[src/hdl/sdlc_loop_consts.svh]
`ifndef SDLC_LOOP_CONSTS_SVH
`define SDLC_LOOP_CONSTS_SVH
`define FLAG_BYTE 8'h7E
`define BCAST_ADDR 8'hFF
`define CRC_INIT 16'hFFFF
`define CRC_POLY 16'h1021
`define CRC_GOOD 16'h0000
`define ONES_STUFF 4'h5
`define ONES_FLAG 4'h6
`define ONES_IDLE 4'hF
`define LAST_BIT 4'h7
`define LAST_FCS_BIT 4'hF
`define FIFO_DEPTH 4'hA
`define FIFO_LAST 4'h9
`define REG_CTRL 8'h00
`define REG_STATUS 8'h04
`define REG_TXDATA 8'h08
`define REG_RXDATA 8'h0C
`define REG_FSTAT 8'h10
`define CTRL_GO 0
`define CTRL_BLOCK 1
`define CTRL_ABORT 2
`define CTRL_ERST 3
`define CTRL_ADDR 15:8
`define STAT_EXT 2
`define STAT_OVF 8
`endif

[src/hdl/sdlc_loop_pkg.sv]
package sdlc_loop_pkg;
   typedef enum logic [2:0] {
      LP_GATE = 3'h1,
      LP_RELAY = 3'h2,
      LP_SEND = 3'h4
   } loop_t;
   typedef enum logic [1:0] {
      RX_HUNT = 2'h1,
      RX_SYNC = 2'h2
   } rx_state_t;
   typedef enum logic [4:0] {
      TX_FLAG = 5'h01,
      TX_DATA = 5'h02,
      TX_FCS = 5'h04,
      TX_CLOSE = 5'h08,
      TX_MARK = 5'h10
   } tx_state_t;
endpackage

[src/hdl/sdlc_ring_if.sv]
`timescale 1ns/1ps
interface sdlc_ring_if;
   logic down; // line from the master towards the secondary
   logic up; // line from the secondary back to the master
   modport master (output down, input up);
   modport secondary (input down, output up);
endinterface

[src/hdl/sdlc_crc16.sv]
`timescale 1ns/1ps
`include "sdlc_loop_consts.svh"
module sdlc_crc16 (
   input wire logic [15:0] crc_in, // running remainder
   input wire logic [7:0] data, // octet, bit 0 first on the line
   output logic [15:0] crc_out // remainder after the octet
);
   always_comb begin
      crc_out = crc_in;
      for (int i = 0; i < 8; i++) begin
         if (crc_out[15] ^ data[i]) begin
            crc_out = {crc_out[14:0], 1'b0} ^ `CRC_POLY;
         end else begin
            crc_out = {crc_out[14:0], 1'b0};
         end
      end
   end
endmodule

[src/hdl/sdlc_secondary.sv]
// The AHB-Lite slave port and the placing of the registers were left to the implementer.
`timescale 1ns/1ps
`include "sdlc_loop_consts.svh"
module sdlc_secondary
   import sdlc_loop_pkg::*;
(
   input wire logic mclk, // bit-rate clock
   input wire logic rst, // synchronous reset
   input wire logic hsel, // ahb slave select
   input wire logic [31:0] haddr, // ahb address
   input wire logic [1:0] htrans, // ahb transfer type
   input wire logic hwrite, // ahb write
   input wire logic [2:0] hsize, // ahb size, word only
   input wire logic [31:0] hwdata, // ahb write data
   input wire logic hready, // ahb bus ready
   output logic hreadyout, // ahb ready, low = wait
   output logic hresp, // ahb response, always okay
   output logic [31:0] hrdata, // ahb read data
   output logic rx_req, // receive byte waiting for dma
   sdlc_ring_if.secondary ring // ring line
);
   // ----------------------------------------
   // register bus
   // ----------------------------------------
   logic d_act, d_wr, stall, done, wr_done, rd_done;
   logic [7:0] d_addr;
   logic [31:0] rd_mux;
   logic go_active_on_poll, block_mode, abort_cmd, erst_cmd;
   logic [7:0] station;
   logic tx_full, rx_full, locked, ext_event, brk, on_loop, sending;
   logic fifo_ovf, fifo_pop;
   logic [3:0] fw, fr, fcnt;
   logic [16:0] fst_mem [0:9];
   logic [7:0] txbuf, rxbuf;
   rx_state_t rxs;

   assign stall = block_mode && d_act && ((d_wr && d_addr == `REG_TXDATA
      && tx_full) || (!d_wr && d_addr == `REG_RXDATA && !rx_full
      && !locked));
   assign done = d_act && !stall;
   assign wr_done = done && d_wr;
   assign rd_done = done && !d_wr;
   assign abort_cmd = wr_done && d_addr == `REG_CTRL && hwdata[`CTRL_ABORT];
   assign erst_cmd = wr_done && d_addr == `REG_CTRL && hwdata[`CTRL_ERST];

   always_comb begin
      rd_mux = 32'h0;
      case (d_addr)
         `REG_CTRL: rd_mux = {16'h0, station, 6'h0, block_mode,
            go_active_on_poll};
         `REG_STATUS: rd_mux = {19'h0, fcnt, fifo_ovf, locked, !tx_full,
            rx_full, rxs == RX_HUNT, brk, ext_event, sending, on_loop};
         `REG_RXDATA: rd_mux = {24'h0, rxbuf};
         `REG_FSTAT: rd_mux = {fcnt != 4'h0, 14'h0, fst_mem[fr]};
         default: rd_mux = 32'h0;
      endcase
   end

   // every transfer gets at least one wait state so hrdata can come from a flop
   always_ff @(posedge mclk) begin
      hresp <= 1'b0;
      if (rst) begin
         d_act <= 1'b0;
         d_wr <= 1'b0;
         d_addr <= 8'h0;
         hreadyout <= 1'b1;
         hrdata <= 32'h0;
      end else if (hsel && htrans[1] && hready) begin
         d_act <= 1'b1;
         d_wr <= hwrite;
         d_addr <= haddr[7:0];
         hreadyout <= 1'b0;
      end else if (done) begin
         d_act <= 1'b0;
         hreadyout <= 1'b1;
         hrdata <= d_wr ? 32'h0 : rd_mux;
      end
   end

   always_ff @(posedge mclk) begin
      if (rst) begin
         go_active_on_poll <= 1'b0;
         block_mode <= 1'b0;
         station <= 8'h0;
      end else if (wr_done && d_addr == `REG_CTRL) begin
         go_active_on_poll <= hwdata[`CTRL_GO];
         block_mode <= hwdata[`CTRL_BLOCK];
         station <= hwdata[`CTRL_ADDR];
      end
   end

   // ----------------------------------------
   // line decode
   // ----------------------------------------
   logic rx_bit, end_of_poll_pattern, first_poll, go_send, flag_seen;
   logic push, byte_done, addr_ok, store, frame_ovr, fifo_we, crc_err;
   logic [3:0] ones;
   logic [2:0] bitcnt;
   logic [7:0] rsh, nbyte;
   logic [13:0] bytecnt;
   logic [15:0] rcrc, rcrc_nx;
   loop_t loop;

   assign rx_bit = ring.down;
   assign end_of_poll_pattern = rx_bit && ones == `ONES_FLAG;
   assign flag_seen = !rx_bit && ones == `ONES_FLAG;
   assign push = rxs == RX_SYNC && !flag_seen && !end_of_poll_pattern
      && !(!rx_bit && ones == `ONES_STUFF);
   assign nbyte = {rx_bit, rsh[7:1]};
   assign byte_done = push && bitcnt == 3'h7;
   assign addr_ok = bytecnt != 14'h0 || nbyte == station
      || nbyte == `BCAST_ADDR;
   assign store = byte_done && addr_ok && !locked && (!rx_full || rd_done
      && d_addr == `REG_RXDATA);
   assign fifo_we = rxs == RX_SYNC && bytecnt != 14'h0
      && (flag_seen || end_of_poll_pattern);
   assign crc_err = rcrc != `CRC_GOOD || bitcnt != 3'h7
      || end_of_poll_pattern;
   assign first_poll = loop == LP_GATE && end_of_poll_pattern;
   assign go_send = loop == LP_RELAY && end_of_poll_pattern
      && go_active_on_poll;

   sdlc_crc16 rx_crc_u (.crc_in(rcrc), .data(nbyte), .crc_out(rcrc_nx));

   // a 0 seeds the count; reset at idle so power-up marks are no poll end
   always_ff @(posedge mclk) begin
      if (rst) begin
         ones <= `ONES_IDLE;
      end else if (!rx_bit) begin
         ones <= 4'h0;
      end else if (ones != `ONES_IDLE) begin
         ones <= ones + 4'h1;
      end
   end

   // abort and idle both throw the receiver back to hunt
   always_ff @(posedge mclk) begin
      if (rst) begin
         rxs <= RX_HUNT;
         bitcnt <= 3'h0;
         bytecnt <= 14'h0;
         rsh <= 8'h0;
         rcrc <= `CRC_INIT;
      end else if (end_of_poll_pattern) begin
         rxs <= RX_HUNT;
      end else if (flag_seen) begin
         rxs <= RX_SYNC;
         bitcnt <= 3'h0;
         bytecnt <= 14'h0;
         rcrc <= `CRC_INIT;
      end else if (push) begin
         bitcnt <= bitcnt + 3'h1;
         rsh <= nbyte;
         if (byte_done && !addr_ok) begin
            rxs <= RX_HUNT;
         end else if (byte_done) begin
            bytecnt <= bytecnt + 14'h1;
            rcrc <= rcrc_nx;
         end
      end
   end

   always_ff @(posedge mclk) begin
      if (rst) begin
         rx_full <= 1'b0;
         rxbuf <= 8'h0;
         locked <= 1'b0;
         frame_ovr <= 1'b0;
         rx_req <= 1'b0;
      end else begin
         rx_req <= rx_full && !locked;
         if (store) begin
            rxbuf <= nbyte;
            rx_full <= 1'b1;
         end else if (rd_done && d_addr == `REG_RXDATA) begin
            rx_full <= 1'b0;
         end
         if (fifo_we && flag_seen) begin
            locked <= 1'b1;
         end else if (erst_cmd) begin
            locked <= 1'b0;
         end
         if (byte_done && addr_ok && !store) begin
            frame_ovr <= 1'b1;
         end else if (flag_seen) begin
            frame_ovr <= 1'b0;
         end
      end
   end

   // ----------------------------------------
   // frame status fifo
   // ----------------------------------------
   logic fifo_wok;
   assign fifo_pop = rd_done && d_addr == `REG_FSTAT && fcnt != 4'h0;
   assign fifo_wok = fifo_we && (fcnt != `FIFO_DEPTH || fifo_pop);

   always_ff @(posedge mclk) begin
      if (fifo_wok) begin
         fst_mem[fw] <= {crc_err, 1'b0, frame_ovr, bytecnt};
      end
   end

   always_ff @(posedge mclk) begin
      if (rst) begin
         fw <= 4'h0;
         fr <= 4'h0;
         fcnt <= 4'h0;
         fifo_ovf <= 1'b0;
      end else begin
         if (fifo_wok) begin
            fw <= fw == `FIFO_LAST ? 4'h0 : fw + 4'h1;
         end
         if (fifo_pop) begin
            fr <= fr == `FIFO_LAST ? 4'h0 : fr + 4'h1;
         end
         fcnt <= fcnt + {3'h0, fifo_wok} - {3'h0, fifo_pop};
         if (fifo_we && !fifo_wok) begin
            fifo_ovf <= 1'b1;
         end else if (wr_done && d_addr == `REG_STATUS
            && hwdata[`STAT_OVF]) begin
            fifo_ovf <= 1'b0;
         end
      end
   end

   // ----------------------------------------
   // loop control and transmitter
   // ----------------------------------------
   tx_state_t txs;
   logic tx_q, tbit, pbit, stuff, tx_done, take, abort_req;
   logic [3:0] tcnt, tones;
   logic [15:0] tsh, tcrc, tcrc_nx;
   logic [7:0] flag_bits;

   assign flag_bits = `FLAG_BYTE;
   // only the wire-through path is not a flop: it must be gate delay
   assign ring.up = loop == LP_GATE ? rx_bit : tx_q;
   assign pbit = txs == TX_FCS ? tsh[15] : tsh[0];
   assign stuff = tones == `ONES_STUFF;
   assign take = tcnt[2:0] == 3'h7 && tx_full && !stuff && !abort_req
      && (txs == TX_FLAG || txs == TX_DATA);
   assign tx_done = (txs == TX_CLOSE && !stuff && tcnt == `LAST_BIT)
      || (txs == TX_MARK && tcnt == `LAST_BIT)
      || (txs == TX_FLAG && tcnt == `LAST_BIT && !tx_full
      && !go_active_on_poll);

   sdlc_crc16 tx_crc_u (.crc_in(txs == TX_FLAG ? `CRC_INIT : tcrc),
      .data(txbuf), .crc_out(tcrc_nx));

   always_comb begin
      case (txs)
         TX_FLAG: tbit = flag_bits[tcnt[2:0]];
         TX_CLOSE: tbit = stuff ? 1'b0 : flag_bits[tcnt[2:0]];
         TX_DATA, TX_FCS: tbit = stuff ? 1'b0 : pbit;
         default: tbit = 1'b1;
      endcase
   end

   always_ff @(posedge mclk) begin
      if (rst) begin
         loop <= LP_GATE;
         on_loop <= 1'b0;
         sending <= 1'b0;
         tx_q <= 1'b1;
      end else begin
         case (loop)
            LP_GATE: if (first_poll) begin
               loop <= LP_RELAY;
               on_loop <= 1'b1;
            end
            LP_RELAY: if (go_send) begin
               loop <= LP_SEND;
               sending <= 1'b1;
            end
            LP_SEND: if (tx_done) begin
               loop <= LP_RELAY;
               sending <= 1'b0;
            end
            default: loop <= LP_GATE;
         endcase
         if (loop == LP_SEND) begin
            tx_q <= tbit;
         end else if (go_send) begin
            tx_q <= 1'b0;
         end else begin
            tx_q <= rx_bit;
         end
      end
   end

   always_ff @(posedge mclk) begin
      if (rst) begin
         ext_event <= 1'b0;
         brk <= 1'b0;
      end else begin
         if (first_poll || go_send) begin
            ext_event <= 1'b1;
            brk <= first_poll;
         end else if (wr_done && d_addr == `REG_STATUS
            && hwdata[`STAT_EXT]) begin
            ext_event <= 1'b0;
         end
      end
   end

   always_ff @(posedge mclk) begin
      if (rst) begin
         tx_full <= 1'b0;
         txbuf <= 8'h0;
      end else if (wr_done && d_addr == `REG_TXDATA && !tx_full) begin
         tx_full <= 1'b1;
         txbuf <= hwdata[7:0];
      end else if (take) begin
         tx_full <= 1'b0;
      end
   end

   always_ff @(posedge mclk) begin
      if (rst || loop != LP_SEND) begin
         txs <= TX_FLAG;
         tcnt <= 4'h0;
         tones <= 4'h0;
         tsh <= 16'h0;
         tcrc <= `CRC_INIT;
         abort_req <= 1'b0;
      end else begin
         if (abort_cmd) begin
            abort_req <= 1'b1;
         end
         if (take) begin
            txs <= TX_DATA;
            tcnt <= 4'h0;
            tsh <= {8'h0, txbuf};
            tcrc <= tcrc_nx;
            if (txs == TX_FLAG) begin
               tones <= 4'h0;
            end else begin
               tones <= pbit ? tones + 4'h1 : 4'h0;
            end
         end else if (txs == TX_FLAG || txs == TX_MARK) begin
            tcnt <= {1'b0, tcnt[2:0] + 3'h1};
         end else if (stuff) begin
            tones <= 4'h0;
         end else if (txs == TX_CLOSE) begin
            tcnt <= tcnt + 4'h1;
         end else begin
            tones <= pbit ? tones + 4'h1 : 4'h0;
            tsh <= txs == TX_FCS ? {tsh[14:0], 1'b0} : {1'b0, tsh[15:1]};
            tcnt <= tcnt + 4'h1;
            if (txs == TX_FCS && tcnt == `LAST_FCS_BIT) begin
               txs <= TX_CLOSE;
               tcnt <= 4'h0;
            end else if (txs == TX_DATA && tcnt == `LAST_BIT) begin
               tcnt <= 4'h0;
               if (abort_req || go_active_on_poll) begin
                  txs <= TX_MARK;
               end else begin
                  txs <= TX_FCS;
                  tsh <= tcrc;
               end
            end
         end
      end
   end
endmodule

[src/flat_wrapper.sv]
// flat-port wrapper written by rule: the top's interface ports become plain ports
module sdlc_secondary_flat import sdlc_loop_pkg::*;
  (mclk, rst, hsel, haddr, htrans, hwrite, hsize, hwdata, hready, hreadyout, hresp, hrdata, rx_req, ring_down, ring_up);
  sdlc_ring_if ring_i ();
  input wire logic mclk;
  input wire logic rst;
  input wire logic hsel;
  input wire logic [31:0] haddr;
  input wire logic [1:0] htrans;
  input wire logic hwrite;
  input wire logic [2:0] hsize;
  input wire logic [31:0] hwdata;
  input wire logic hready;
  output logic hreadyout;
  output logic hresp;
  output logic [31:0] hrdata;
  output logic rx_req;
  input wire logic [$bits(ring_i.down)-1:0] ring_down;
  output wire logic [$bits(ring_i.up)-1:0] ring_up;
  assign ring_i.down = ring_down;
  assign ring_up = ring_i.up;
  sdlc_secondary u_core (.mclk(mclk), .rst(rst), .hsel(hsel), .haddr(haddr), .htrans(htrans), .hwrite(hwrite), .hsize(hsize), .hwdata(hwdata), .hready(hready), .hreadyout(hreadyout), .hresp(hresp), .hrdata(hrdata), .rx_req(rx_req), .ring(ring_i));
endmodule
[config.mk]
export PLATFORM = sky130hd
export DESIGN_NAME = sdlc_secondary_flat
export DESIGN_NICKNAME = d
export VERILOG_FILES = /design/src/hdl/sdlc_loop_pkg.sv /design/src/hdl/sdlc_ring_if.sv /design/src/hdl/sdlc_crc16.sv /design/src/hdl/sdlc_secondary.sv /design/src/flat_wrapper.sv
export VERILOG_INCLUDE_DIRS = /design/src /design/src/hdl
export SDC_FILE = /design/constraint.sdc
export NUM_CORES = 1
export LEC_CHECK = 0
export BUFFER_PORTS_ARGS = -buffer_cell sky130_fd_sc_hd__buf_2
export CAP_MARGIN = 20
export CORE_ASPECT_RATIO = 1.4
export CORE_MARGIN = 2
export CORE_UTILIZATION = 44
export CTS_CLUSTER_SIZE = 12
export DETAILED_ROUTE_END_ITERATION = 6
export GPL_TIMING_DRIVEN = 0
export PLACE_DENSITY = 0.67
export SLEW_MARGIN = 20
export SYNTH_ARGS = -nofsm -noshare
export SYNTH_HDL_FRONTEND = slang
export SYNTH_SLANG_ARGS = --single-unit
[constraint.sdc]
create_clock -name mclk -period 6.6 [get_ports mclk]
set_clock_uncertainty 0.05 [all_clocks]
set_input_delay 0.99 -clock mclk [delete_from_list [all_inputs] [get_ports mclk]]
set_output_delay 0.99 -clock mclk [all_outputs]
set_load 0.01 [all_outputs]
==> impl_metrics.json, run 1 <==
{
  "status": "complete, no violations",
  "cts-resized-gates": 0,
  "detail_route.vias_per_cell": 5.551,
  "regArea_um2": 8368,
  "rrSetupSlack_ns": 2.86,
  "tightest_slew_ns": 0.8266,
  "grt_pass1_vias": 10460,
  "die_area_um2": 35220,
  "drt_iter0_drc": 759,
  "crit_fanout": 6,
  "synth-seq-area-share_pct": 56.41,
  "multi_input_area_um2": 6012,
  "rsz0062_at_grt": "false",
  "grt_max_degree": 17,
  "fp.dieW_um": 159.2,
  "hold_buffers": 0,
  "path_clk_slew_ns": 0.06,
  "routabilityCongestion": 0.8954,
  "fmax_ghz": 0.2675,
  "num-fill-cells": 2967,
  "io_pins": 111,
  "p_leak_nw": 5.573,
  "vdd_drop_max_mv": 0.1907,
  "slew_headroom_pct": 44.89,
  "synthArstFlopShare_pct": 0,
  "drc": 0,
  "start_util_pct": 44.67,
  "slew_viol_final": 0,
  "reg2regPathDepth": 7,
  "critPathLaunch": "u_core.d_addr[7]$_SDFFE_PP0P_",
  "cts.sinks": 338,
  "p_per_area_nw_per_um2": 246.5,
  "hold_path.class": "register to register",
  "critPathKind": "register to register",
  "antenna_left": 0,
  "cts-buffers-inserted": 36,
  "endpoint_kind": "register",
  "synth.top_cells.by_area": "edfxtp_1 32%, dfxtp_1 24%, mux2i_1 5.1%",
  "required_ns": 6.78,
  "min_period_ns": 3.738,
  "syn_area_um2": 14830,
  "crit_end": "u_core.fst_mem[1][2]$_DFFE_PP_",
  "antenna_found_initial": 0,
  "synth_ff_type": "dfxtp_1",
  "setup_viol": 0,
  "final_cell_mix": "178 x dfxtp_1, 160 x edfxtp_1, 138 x nor2_1, 112 x nand2_1, 75 x mux2i_1",
  "layout_commonest_cell": "dfxtp_1",
  "clock-root-buffer": "clkbuf_16",
  "nets": 1517,
  "totalWireLength_um": 37190,
  "setup-tns-final_ns": 0,
  "cts_tree": "done",
  "wl_per_cell_um": 19.64,
  "critPathLaunchType": "register",
  "grt_use_total_pct": 20.96,
  "vias": 10510,
  "portBuffers": 50,
  "antenna_cells": 0,
  "synthCells": 1305,
  "grt-ovfl-total": 0,
  "synth.ff_latch_count": 338,
  "r2r_start": "u_core.d_addr[7]$_SDFFE_PP0P_",
  "r2r_end": "u_core.fst_mem[1][2]$_DFFE_PP_",
  "cap_violations": 0,
  "core_um2": 33210,
  "timing.final.crit_share_pct": 56.64,
  "ys_warn_count": 0,
  "dp_hpwl_um": 27270,
  "rows": 79,
  "clk_latency_ns": 0.54,
  "hold_viol": 0,
  "yosys.area.top_type": "edfxtp_1",
  "postCtsSetupRepairBufs": 0,
  "synth-edff-count": 160,
  "grt_pass1_wl_um": 58020,
  "cts.path.max_buffers": 3,
  "synth_top_area_share_pct": 32.39,
  "hold_slack_ns": 0.4045,
  "drtPass1Iterations": 5,
  "fp.dieH_um": 221.3,
  "cp.arrival_ns": 3.92,
  "area_growth_pct": 14.44,
  "htreeDepth": 2,
  "syn_area_per_cell_um2": 11.37,
  "drive_above_1_share_pct": 15.18,
  "yosys.cell_types.count": 74
}
==> how the worst min path moves through the flow <==
stage	start	end	slack (ns)	depth (start not counted)
after floorplan	u_core.on_loop$_SDFFE_PP0P_	u_core.on_loop$_SDFFE_PP0P_	0.38	2
after global placement	u_core.hreadyout$_SDFFE_PP1P_	u_core.hreadyout$_SDFFE_PP1P_	0.39	2
final	u_core.on_loop$_SDFFE_PP0P_	u_core.on_loop$_SDFFE_PP0P_	0.40	2
after detailed placement	u_core.hreadyout$_SDFFE_PP1P_	u_core.hreadyout$_SDFFE_PP1P_	0.40	2
after CTS	u_core.hreadyout$_SDFFE_PP1P_	u_core.hreadyout$_SDFFE_PP1P_	0.41	2
after global routing	u_core.hrdata[3]$_SDFFE_PP0P_	u_core.hrdata[3]$_SDFFE_PP0P_	0.43	2
==> metal layers <==
metal	vias up	wire length [um]	global-route usage, %
met2	301	19280	38.02
li1	4971	-	-
met3	87	1755	2.924
met5	-	0	0
met4	0	1419	8.798
met1	5154	14730	24.79
==> cell type report <==
class                   instances  share of cell area [%]
clock inverters                 7                  0.5454
multi-input cells             862                   35.41
plain buffers                  91                   2.609
well taps                     445                   3.280
repair buffers                 67                   2.373
inverters                      28                  0.6191
flip-flops and latches        338                   49.29
clock buffers                  56                   5.867
==> cell usage after synthesis (all sizes together) (4+ instances only) <==
| library cell | count |
|---|---|
| nor4 | 14 |
| nor4b | 5 |
| or4 | 10 |
| a31oi | 7 |
| a21oi | 74 |
| nor3 | 28 |
| nor2 | 143 |
| a22oi | 7 |
| a211oi | 22 |
| or3 | 8 |
| nor2b | 13 |
| ha | 17 |
| o211ai | 22 |
| or2 | 9 |
| inv | 28 |
| buf | 36 |
| nand2b | 7 |
| nand2 | 112 |
| o21ai | 44 |
| mux2 | 14 |
| xor2 | 28 |
| dfxtp | 178 |
| clkbuf | 55 |
| mux4 | 32 |
| mux2i | 75 |
| nand3 | 26 |
| nand3b | 4 |
| nor3b | 4 |
| nand4 | 13 |
| o31ai | 4 |
| edfxtp | 160 |
| xnor2 | 45 |
| a221o | 4 |
| and3 | 9 |
| o221ai | 8 |
==> registers in the layout (all words and copies together) (netlist names), 14 cells and up, named ones only <==
register / count
u_core.bytecnt: 14
u_core.fst_mem: 160
u_core.hrdata: 18
u_core.rcrc: 16
u_core.tcrc: 16
u_core.tsh: 16
==> critical path, stage by stage (launching register included) <==
cell,delay (ns)
dfxtp_1,0.31
nor3_1,0.49
nand4_1,0.39
o2111ai_1,0.65
nand3_1,0.41
nor4_2,0.62
buf_2,0.31
buf_2,0.21
==> where the power goes <==
group	total (mW)	leakage [nW]	switching (mW)	internal, mW
Clock	1.91	0.523	0.820	1.09
Combinational	0.0889	2.46	0.0581	0.0308
Sequential	2.19	2.59	0.00712	2.18
Total	4.18	5.57	0.885	3.30
==> cell families after synthesis <==
logic type / Yosys count / synth area share [%]
compound gates: 219 / 9.573
flops: 338 / 56.41
simple gates: 416 / 13.34
fa+ha+maj: 18 / 1.569
buf+inv: 119 / 3.694
mux: 121 / 10.98
xor+xnor: 73 / 4.411
other cells: 1 / 0.02528
==> through the flow <==
| stage | instance area, um2 | std cells | util, % | setup WS (ns) | power (mW) |
|---|---|---|---|---|---|
| after global routing | 16980 | 1894 | 51.12 | 2.560 | 4.308 |
| after floorplan | 14890 | 1319 | - | 2.980 | 2.288 |
| after global placement | 15690 | 1814 | 47.25 | 0.7435 | 2.321 |
| final | 16980 | 1894 | 51.12 | 2.862 | 4.185 |
| after CTS | 16980 | 1894 | 51.12 | 2.861 | 4.217 |
| after detailed placement | 15890 | 1831 | 47.84 | 2.890 | 2.322 |
No activity file was read; power rests on OpenSTA's default activity.
==> inputs of run 2 (changes only) <==
--- a/config.mk
+++ b/config.mk
@@ -14,7 +14,7 @@
 export CTS_CLUSTER_SIZE = 12
 export DETAILED_ROUTE_END_ITERATION = 6
 export GPL_TIMING_DRIVEN = 0
-export PLACE_DENSITY = 0.67
+export PLACE_DENSITY = 0.7
 export SLEW_MARGIN = 20
 export SYNTH_ARGS = -nofsm -noshare
 export SYNTH_HDL_FRONTEND = slang
==> constraint.sdc (replaced) <==
create_clock -name mclk -period 3.4 [get_ports mclk]
set_clock_uncertainty 0.05 [all_clocks]
set_input_delay 0.51 -clock mclk [delete_from_list [all_inputs] [get_ports mclk]]
set_output_delay 0.51 -clock mclk [all_outputs]
set_load 0.01 [all_outputs]
==> run 2 against run 1 <==
Via count rose by 1.3%. Largest cell class unchanged. Largest power group unchanged. Routed wire length rose by 1.1%. Combinational power rose by 96%.
==> impl_metrics.json, run 2 (same netlist as run 1, synthesis figures left out) <==
{
  "grt_use_total_pct": 20.98,
  "setup_ws_ns": 0.09586,
  "cts_tree": "done",
  "vias": 10650,
  "totalWireLength_um": 37590,
  "fp.dieW_um": 159.2,
  "regArea_um2": 8371,
  "rsz0062_at_grt": "false",
  "max_flop_register": "u_core.fst_mem",
  "antenna_left": 0,
  "dp.cells": 1828,
  "final_cells": 1899,
  "portBuffers": 50,
  "dp_hpwl_um": 26910,
  "cp_common_cell": "buf_4",
  "num-fill-cells": 2919,
  "htreeDepth": 2,
  "routabilityCongestion": 0.9018,
  "final_cell_mix": "176 x dfxtp_1, 160 x edfxtp_1, 138 x nor2_1, 112 x nand2_1, 75 x mux2i_1",
  "r2r_start": "u_core.bytecnt[0]$_SDFFE_PP0P_",
  "vdd_drop_max_mv": 0.4780,
  "die_area_um2": 35220,
  "pre_cts_slack_ns": -0.1614,
  "min_period_ns": 3.304,
  "largest_reg_flops": 160,
  "detail_route.vias_per_cell": 5.610,
  "cp_num_buf_inv": 4,
  "slew_headroom_pct": 46.66,
  "cts.sinks": 338,
  "p_clk_share_pct": 46.7,
  "hold_path.class": "input pin to register",
  "path_delay_family": "simple AND/OR/NAND/NOR gates",
  "grt_pass1_vias": 10610,
  "crit_fanout": 14,
  "grt-ovfl-total": 0,
  "status": "complete, no violations",
  "drt_iter0_drc": 787,
  "seq_power_share_pct": 51.2,
  "critPathLaunchType": "register",
  "tightest_slew_ns": 0.8000,
  "drtPass1Iterations": 7,
  "required_ns": 3.58,
  "cts-buffers-inserted": 37,
  "start_util_pct": 44.67,
  "cp.arrival_ns": 3.48,
  "antenna_found_initial": 0,
  "path_clk_slew_ns": 0.06,
  "antenna_cells": 0,
  "p_leak_nw": 5.678,
  "critPathKind": "register to register",
  "area_growth_pct": 15.72,
  "drc": 0,
  "clk_latency_ns": 0.54,
  "slew_viol_final": 0,
  "cp_slowest_cell": "dfxtp_2",
  "power_switching_mw": 1.748,
  "sw_frac_of_total_pct": 21.05,
  "core_um2": 33210,
  "layout_commonest_cell": "dfxtp_1",
  "combPwrFrac_pct": 2.1,
  "io_pins": 111,
  "wl_per_cell_um": 19.79,
  "cp_cell_sequence": "inv_1 -> ha_1 -> nor4b_1 -> nand4_1 -> and3_1 -> clkbuf_1 -> nand3_2 -> nor3_4 -> buf_4 -> buf_4",
  "grt_pass1_wl_um": 58220,
  "endpoint_kind": "register",
  "cpPeakStageDelay_ns": 0.48,
  "p_int_mw": 6.556,
  "setup-tns-final_ns": 0,
  "grt_max_degree": 17,
  "critPathLaunch": "u_core.bytecnt[0]$_SDFFE_PP0P_",
  "p_total_mw": 8.304,
  "rows": 79,
  "p_per_area_nw_per_um2": 483.7,
  "fp.dieH_um": 221.3,
  "setup_viol": 0,
  "fmax_ghz": 0.3027,
  "top_regs": "u_core.fst_mem: 160 flops, u_core.hrdata: 18 flops",
  "timing.final.crit_share_pct": 97.18,
  "clock-root-buffer": "clkbuf_16",
  "cts.path.max_buffers": 3,
  "holdCritStartpoint": "hwdata[4]",
  "nets": 1520,
  "hold_buffers": 0,
  "hold_viol": 0,
  "multi_input_area_um2": 6088,
  "cap_violations": 0,
  "drive_above_1_share_pct": 16.02
}
run 2: changes by cell type in the layout (fill, tap and decap cells not counted), sizes merged:
cell / before / now
buf: 103 / 105
inv: 30 / 32
bufinv: 1 / 2
clkinv: 3 / 4
clkinvlp: 1 / 0
run 2: worst paths after layout:
check / depth (start not counted) / slack [ns] / endpoint
max: 10 / 0.1 / u_core.fst_mem[7][1]$_DFFE_PP_
min: 3 / 0.15 / u_core.txbuf[4]$_SDFFE_PP0P_
max reg2reg: 10 / 0.1 / u_core.fst_mem[7][1]$_DFFE_PP_
min reg2reg: 2 / 0.39 / u_core.hreadyout$_SDFFE_PP1P_
run 2: final cells by class:
class                      count  share of cell area, %
buffer                        91                  2.587
clock buffer                  56                  5.984
clock inverter                10                 0.7580
inverter                      28                 0.6122
multi-input combinational    862                  35.47
sequential                   338                  48.76
tap                          445                  3.243
timing repair buffer          69                  2.587
run 2: layer usage:
| metal | vias to the layer above | track usage, % | wire, um |
|---|---|---|---|
| met5 | - | 0 | 0 |
| met4 | 0 | 9.179 | 1530 |
| met3 | 92 | 3.205 | 1776 |
| met2 | 308 | 38.89 | 19740 |
| met1 | 5268 | 23.75 | 14540 |
| li1 | 4985 | - | - |
run 2: power by group through the flow:
stage                     clock network, mW  logic [mW]  registers [mW]
after floorplan                           0       0.107            4.33
after global placement                    0       0.169            4.34
after detailed placement                  0       0.170            4.34
after CTS                              3.94       0.171            4.25
after global routing                   4.08       0.190            4.25
final                                  3.88       0.174            4.25
run 2: through the flow:
step / area, um2 / utilization [%] / hold WS, ns
5_1_grt: 17170 / 51.69 / 0.1507
2_1_floorplan: 14890 / - / 0.3766
3_3_place_gp: 15700 / 47.27 / 0.3824
6_report: 17170 / 51.69 / 0.1516
4_1_cts: 17100 / 51.48 / 0.1408
3_5_place_dp: 15890 / 47.83 / 0.3868
run 2: what timing repair did:
item | in CTS | in global routing
pin swaps | 2 | 2
hold endpoints to repair | 0 | 0
setup buffers | 3 | 2
gates resized for setup | 6 | 7
endpoints found under the setup margin | 87 | 59
run 2: worst register-to-register path, stage by stage (launching register included):
cell and delay (ns):
dfxtp_2 0.48, inv_1 0.08, ha_1 0.24, nor4b_1 0.15, nand4_1 0.22, and3_1 0.19, clkbuf_1 0.33, nand3_2 0.35
nor3_4 0.43, buf_4 0.27, buf_4 0.22
==> inputs of run 3 (changes only) <==
--- a/config.mk
+++ b/config.mk
@@ -8,13 +8,15 @@
 export LEC_CHECK = 0
 export BUFFER_PORTS_ARGS = -buffer_cell sky130_fd_sc_hd__buf_2
 export CAP_MARGIN = 20
+export CELL_PAD_IN_SITES_DETAIL_PLACEMENT = 0
+export CELL_PAD_IN_SITES_GLOBAL_PLACEMENT = 1
 export CORE_ASPECT_RATIO = 1.4
 export CORE_MARGIN = 2
 export CORE_UTILIZATION = 44
 export CTS_CLUSTER_SIZE = 12
 export DETAILED_ROUTE_END_ITERATION = 6
 export GPL_TIMING_DRIVEN = 0
-export PLACE_DENSITY = 0.7
+export PLACE_DENSITY = 0.82
 export SLEW_MARGIN = 20
 export SYNTH_ARGS = -nofsm -noshare
 export SYNTH_HDL_FRONTEND = slang
==> run 3 against run 2 <==
The run now ends with design-rule violations left. Global-route usage increased by 1.3 points. Flip-flop and latch count unchanged. Register-to-register slack improved by 0.06 ns. Clock power decreased by 5%. Setup slack improved by 0.065 ns. Via count increased by 0.66%. Highest routed layer unchanged. Sequential share of layout area increased by 0.11 points. Cell count increased by 0.11%. First-iteration DRC count decreased by 5.3%. Hold slack improved by 0.010 ns. Critical path depth decreased by 1. Combinational power increased by 2%.
==> impl_metrics.json, run 3 (same netlist as run 1, synthesis figures left out) <==
{
  "pre_cts_slack_ns": -0.2898,
  "grt-ovfl-total": 0,
  "antenna_found_initial": 1,
  "min_period_ns": 3.239,
  "tightest_slew_ns": 0.7656,
  "fp.dieH_um": 221.3,
  "final_cells": 1901,
  "cp_slowest_cell": "dfxtp_1",
  "vdd_drop_max_mv": 0.3789,
  "sw_frac_of_total_pct": 21.35,
  "cts.path.max_buffers": 3,
  "layout_commonest_cell": "dfxtp_1",
  "cp.arrival_ns": 3.44,
  "hold_buffers": 0,
  "cts_tree": "done",
  "grt_use_total_pct": 22.26,
  "p_int_mw": 6.394,
  "cap_violations": 0,
  "detail_route.vias_per_cell": 5.641,
  "hold_path.class": "input pin to register",
  "area_growth_pct": 15.44,
  "post-route-util_pct": 51.56,
  "setup-tns-final_ns": 0,
  "grt_pass1_vias": 10640,
  "start_util_pct": 44.67,
  "critPathLaunchType": "register",
  "final_cell_mix": "177 x dfxtp_1, 160 x edfxtp_1, 138 x nor2_1, 112 x nand2_1, 75 x mux2i_1",
  "die_area_um2": 35220,
  "drtPass1Iterations": 7,
  "grt_max_degree": 17,
  "drt_iter0_drc": 745,
  "power_switching_mw": 1.735,
  "drive_above_1_share_pct": 15.74,
  "io_pins": 111,
  "violations": "design-rule violations",
  "top_regs": "u_core.fst_mem: 160 flops, u_core.hrdata: 18 flops",
  "hold_viol": 0,
  "seq_power_share_pct": 52.3,
  "fp.dieW_um": 159.2,
  "wl_per_cell_um": 20.82,
  "slew_viol_final": 0,
  "slew_headroom_pct": 48.96,
  "rows": 79,
  "cts-buffers-inserted": 36,
  "dp.cells": 1830,
  "core_um2": 33210,
  "grt_pass1_wl_um": 61040,
  "endpoint_kind": "register",
  "totalWireLength_um": 39580,
  "combPwrFrac_pct": 2.2,
  "required_ns": 3.60,
  "antenna_left": 0,
  "largest_reg_flops": 160,
  "critPathKind": "register to register",
  "hold_slack_ns": 0.1619,
  "clk_latency_ns": 0.54,
  "cts.sinks": 338,
  "p_per_area_nw_per_um2": 474.7,
  "max_flop_register": "u_core.fst_mem",
  "vias": 10720,
  "setup_viol": 0,
  "cpPeakStageDelay_ns": 0.64,
  "routabilityCongestion": 0.8835,
  "drc": 3,
  "cp_cell_sequence": "inv_1 -> ha_1 -> nor4b_1 -> nand4_1 -> and3_1 -> clkbuf_1 -> nand3_2 -> nor3_4 -> buf_6",
  "crit_fanout": 14,
  "clock-root-buffer": "clkbuf_16",
  "num-fill-cells": 2980,
  "dp_hpwl_um": 28700,
  "nets": 1521,
  "status": "finished, violations left",
  "p_clk_share_pct": 45.6,
  "path_clk_slew_ns": 0.06,
  "fmax_ghz": 0.3087,
  "p_leak_nw": 5.657,
  "portBuffers": 50,
  "htreeDepth": 2,
  "timing.final.crit_share_pct": 95.28,
  "setup_ws_ns": 0.1606
}
run 3: worst paths after layout:
path | slack [ns] | depth (start not counted) | to | from
hold reg to reg | 0.39 | 2 | u_core.hreadyout$_SDFFE_PP1P_ | u_core.hreadyout$_SDFFE_PP1P_
setup reg to reg | 0.16 | 9 | u_core.fst_mem[5][9]$_DFFE_PP_ | u_core.bytecnt[1]$_SDFFE_PP0P_
hold / removal | 0.16 | 3 | u_core.txbuf[6]$_SDFFE_PP0P_ | hwdata[6]
setup / recovery | 0.16 | 9 | u_core.fst_mem[5][9]$_DFFE_PP_ | u_core.bytecnt[1]$_SDFFE_PP0P_
run 3: what timing repair did:
action,in CTS,in global routing
pin swaps,2,4
setup buffers,2,3
resized for setup,4,8
setup endpoints to repair,69,121
cloned,0,0
run 3: power by group through the flow:
stage / combinational [mW] / sequential, mW / clock, mW
after CTS: 0.177 / 4.25 / 3.77
after detailed placement: 0.175 / 4.34 / 0
after global placement: 0.175 / 4.34 / 0
after floorplan: 0.107 / 4.33 / 0
final: 0.178 / 4.25 / 3.70
after global routing: 0.193 / 4.25 / 3.92
run 3: through the flow:
step	power (mW)	instance area, um2
global route	8.362	17130
detailed placement	4.512	15930
global placement	4.511	15700
CTS	8.190	17060
finish	8.129	17130
floorplan	4.440	14890
run 3: area by class of cell:
type                       instances  area (um2)  share of cell area, %
clock buffer                      51       977.2                  5.706
clock inverter                    14       117.6                 0.6868
tap                              445       556.8                  3.251
antenna                            1       2.502                0.01461
inverter                          28       105.1                 0.6137
buffer                            91       442.9                  2.586
sequential                       338        8369                  48.87
multi-input combinational        862        6082                  35.52
timing repair buffer              71       471.7                  2.754
run 3: per-layer routing:
metal | track usage, % | part of all wire [%]
met5 | 0 | 0
met4 | 11.14 | 4.7
met3 | 3.187 | 5.4
met2 | 40.49 | 52
met1 | 25.43 | 38
run 3: worst max-delay path: cells and delay by family, from the launching register on:
kind                       cells  cell delay (ns)
adders and majority gates      1             0.21
DFF                            1             0.64
buffers and inverters          3             0.65
and+or+nand+nor                5             1.41
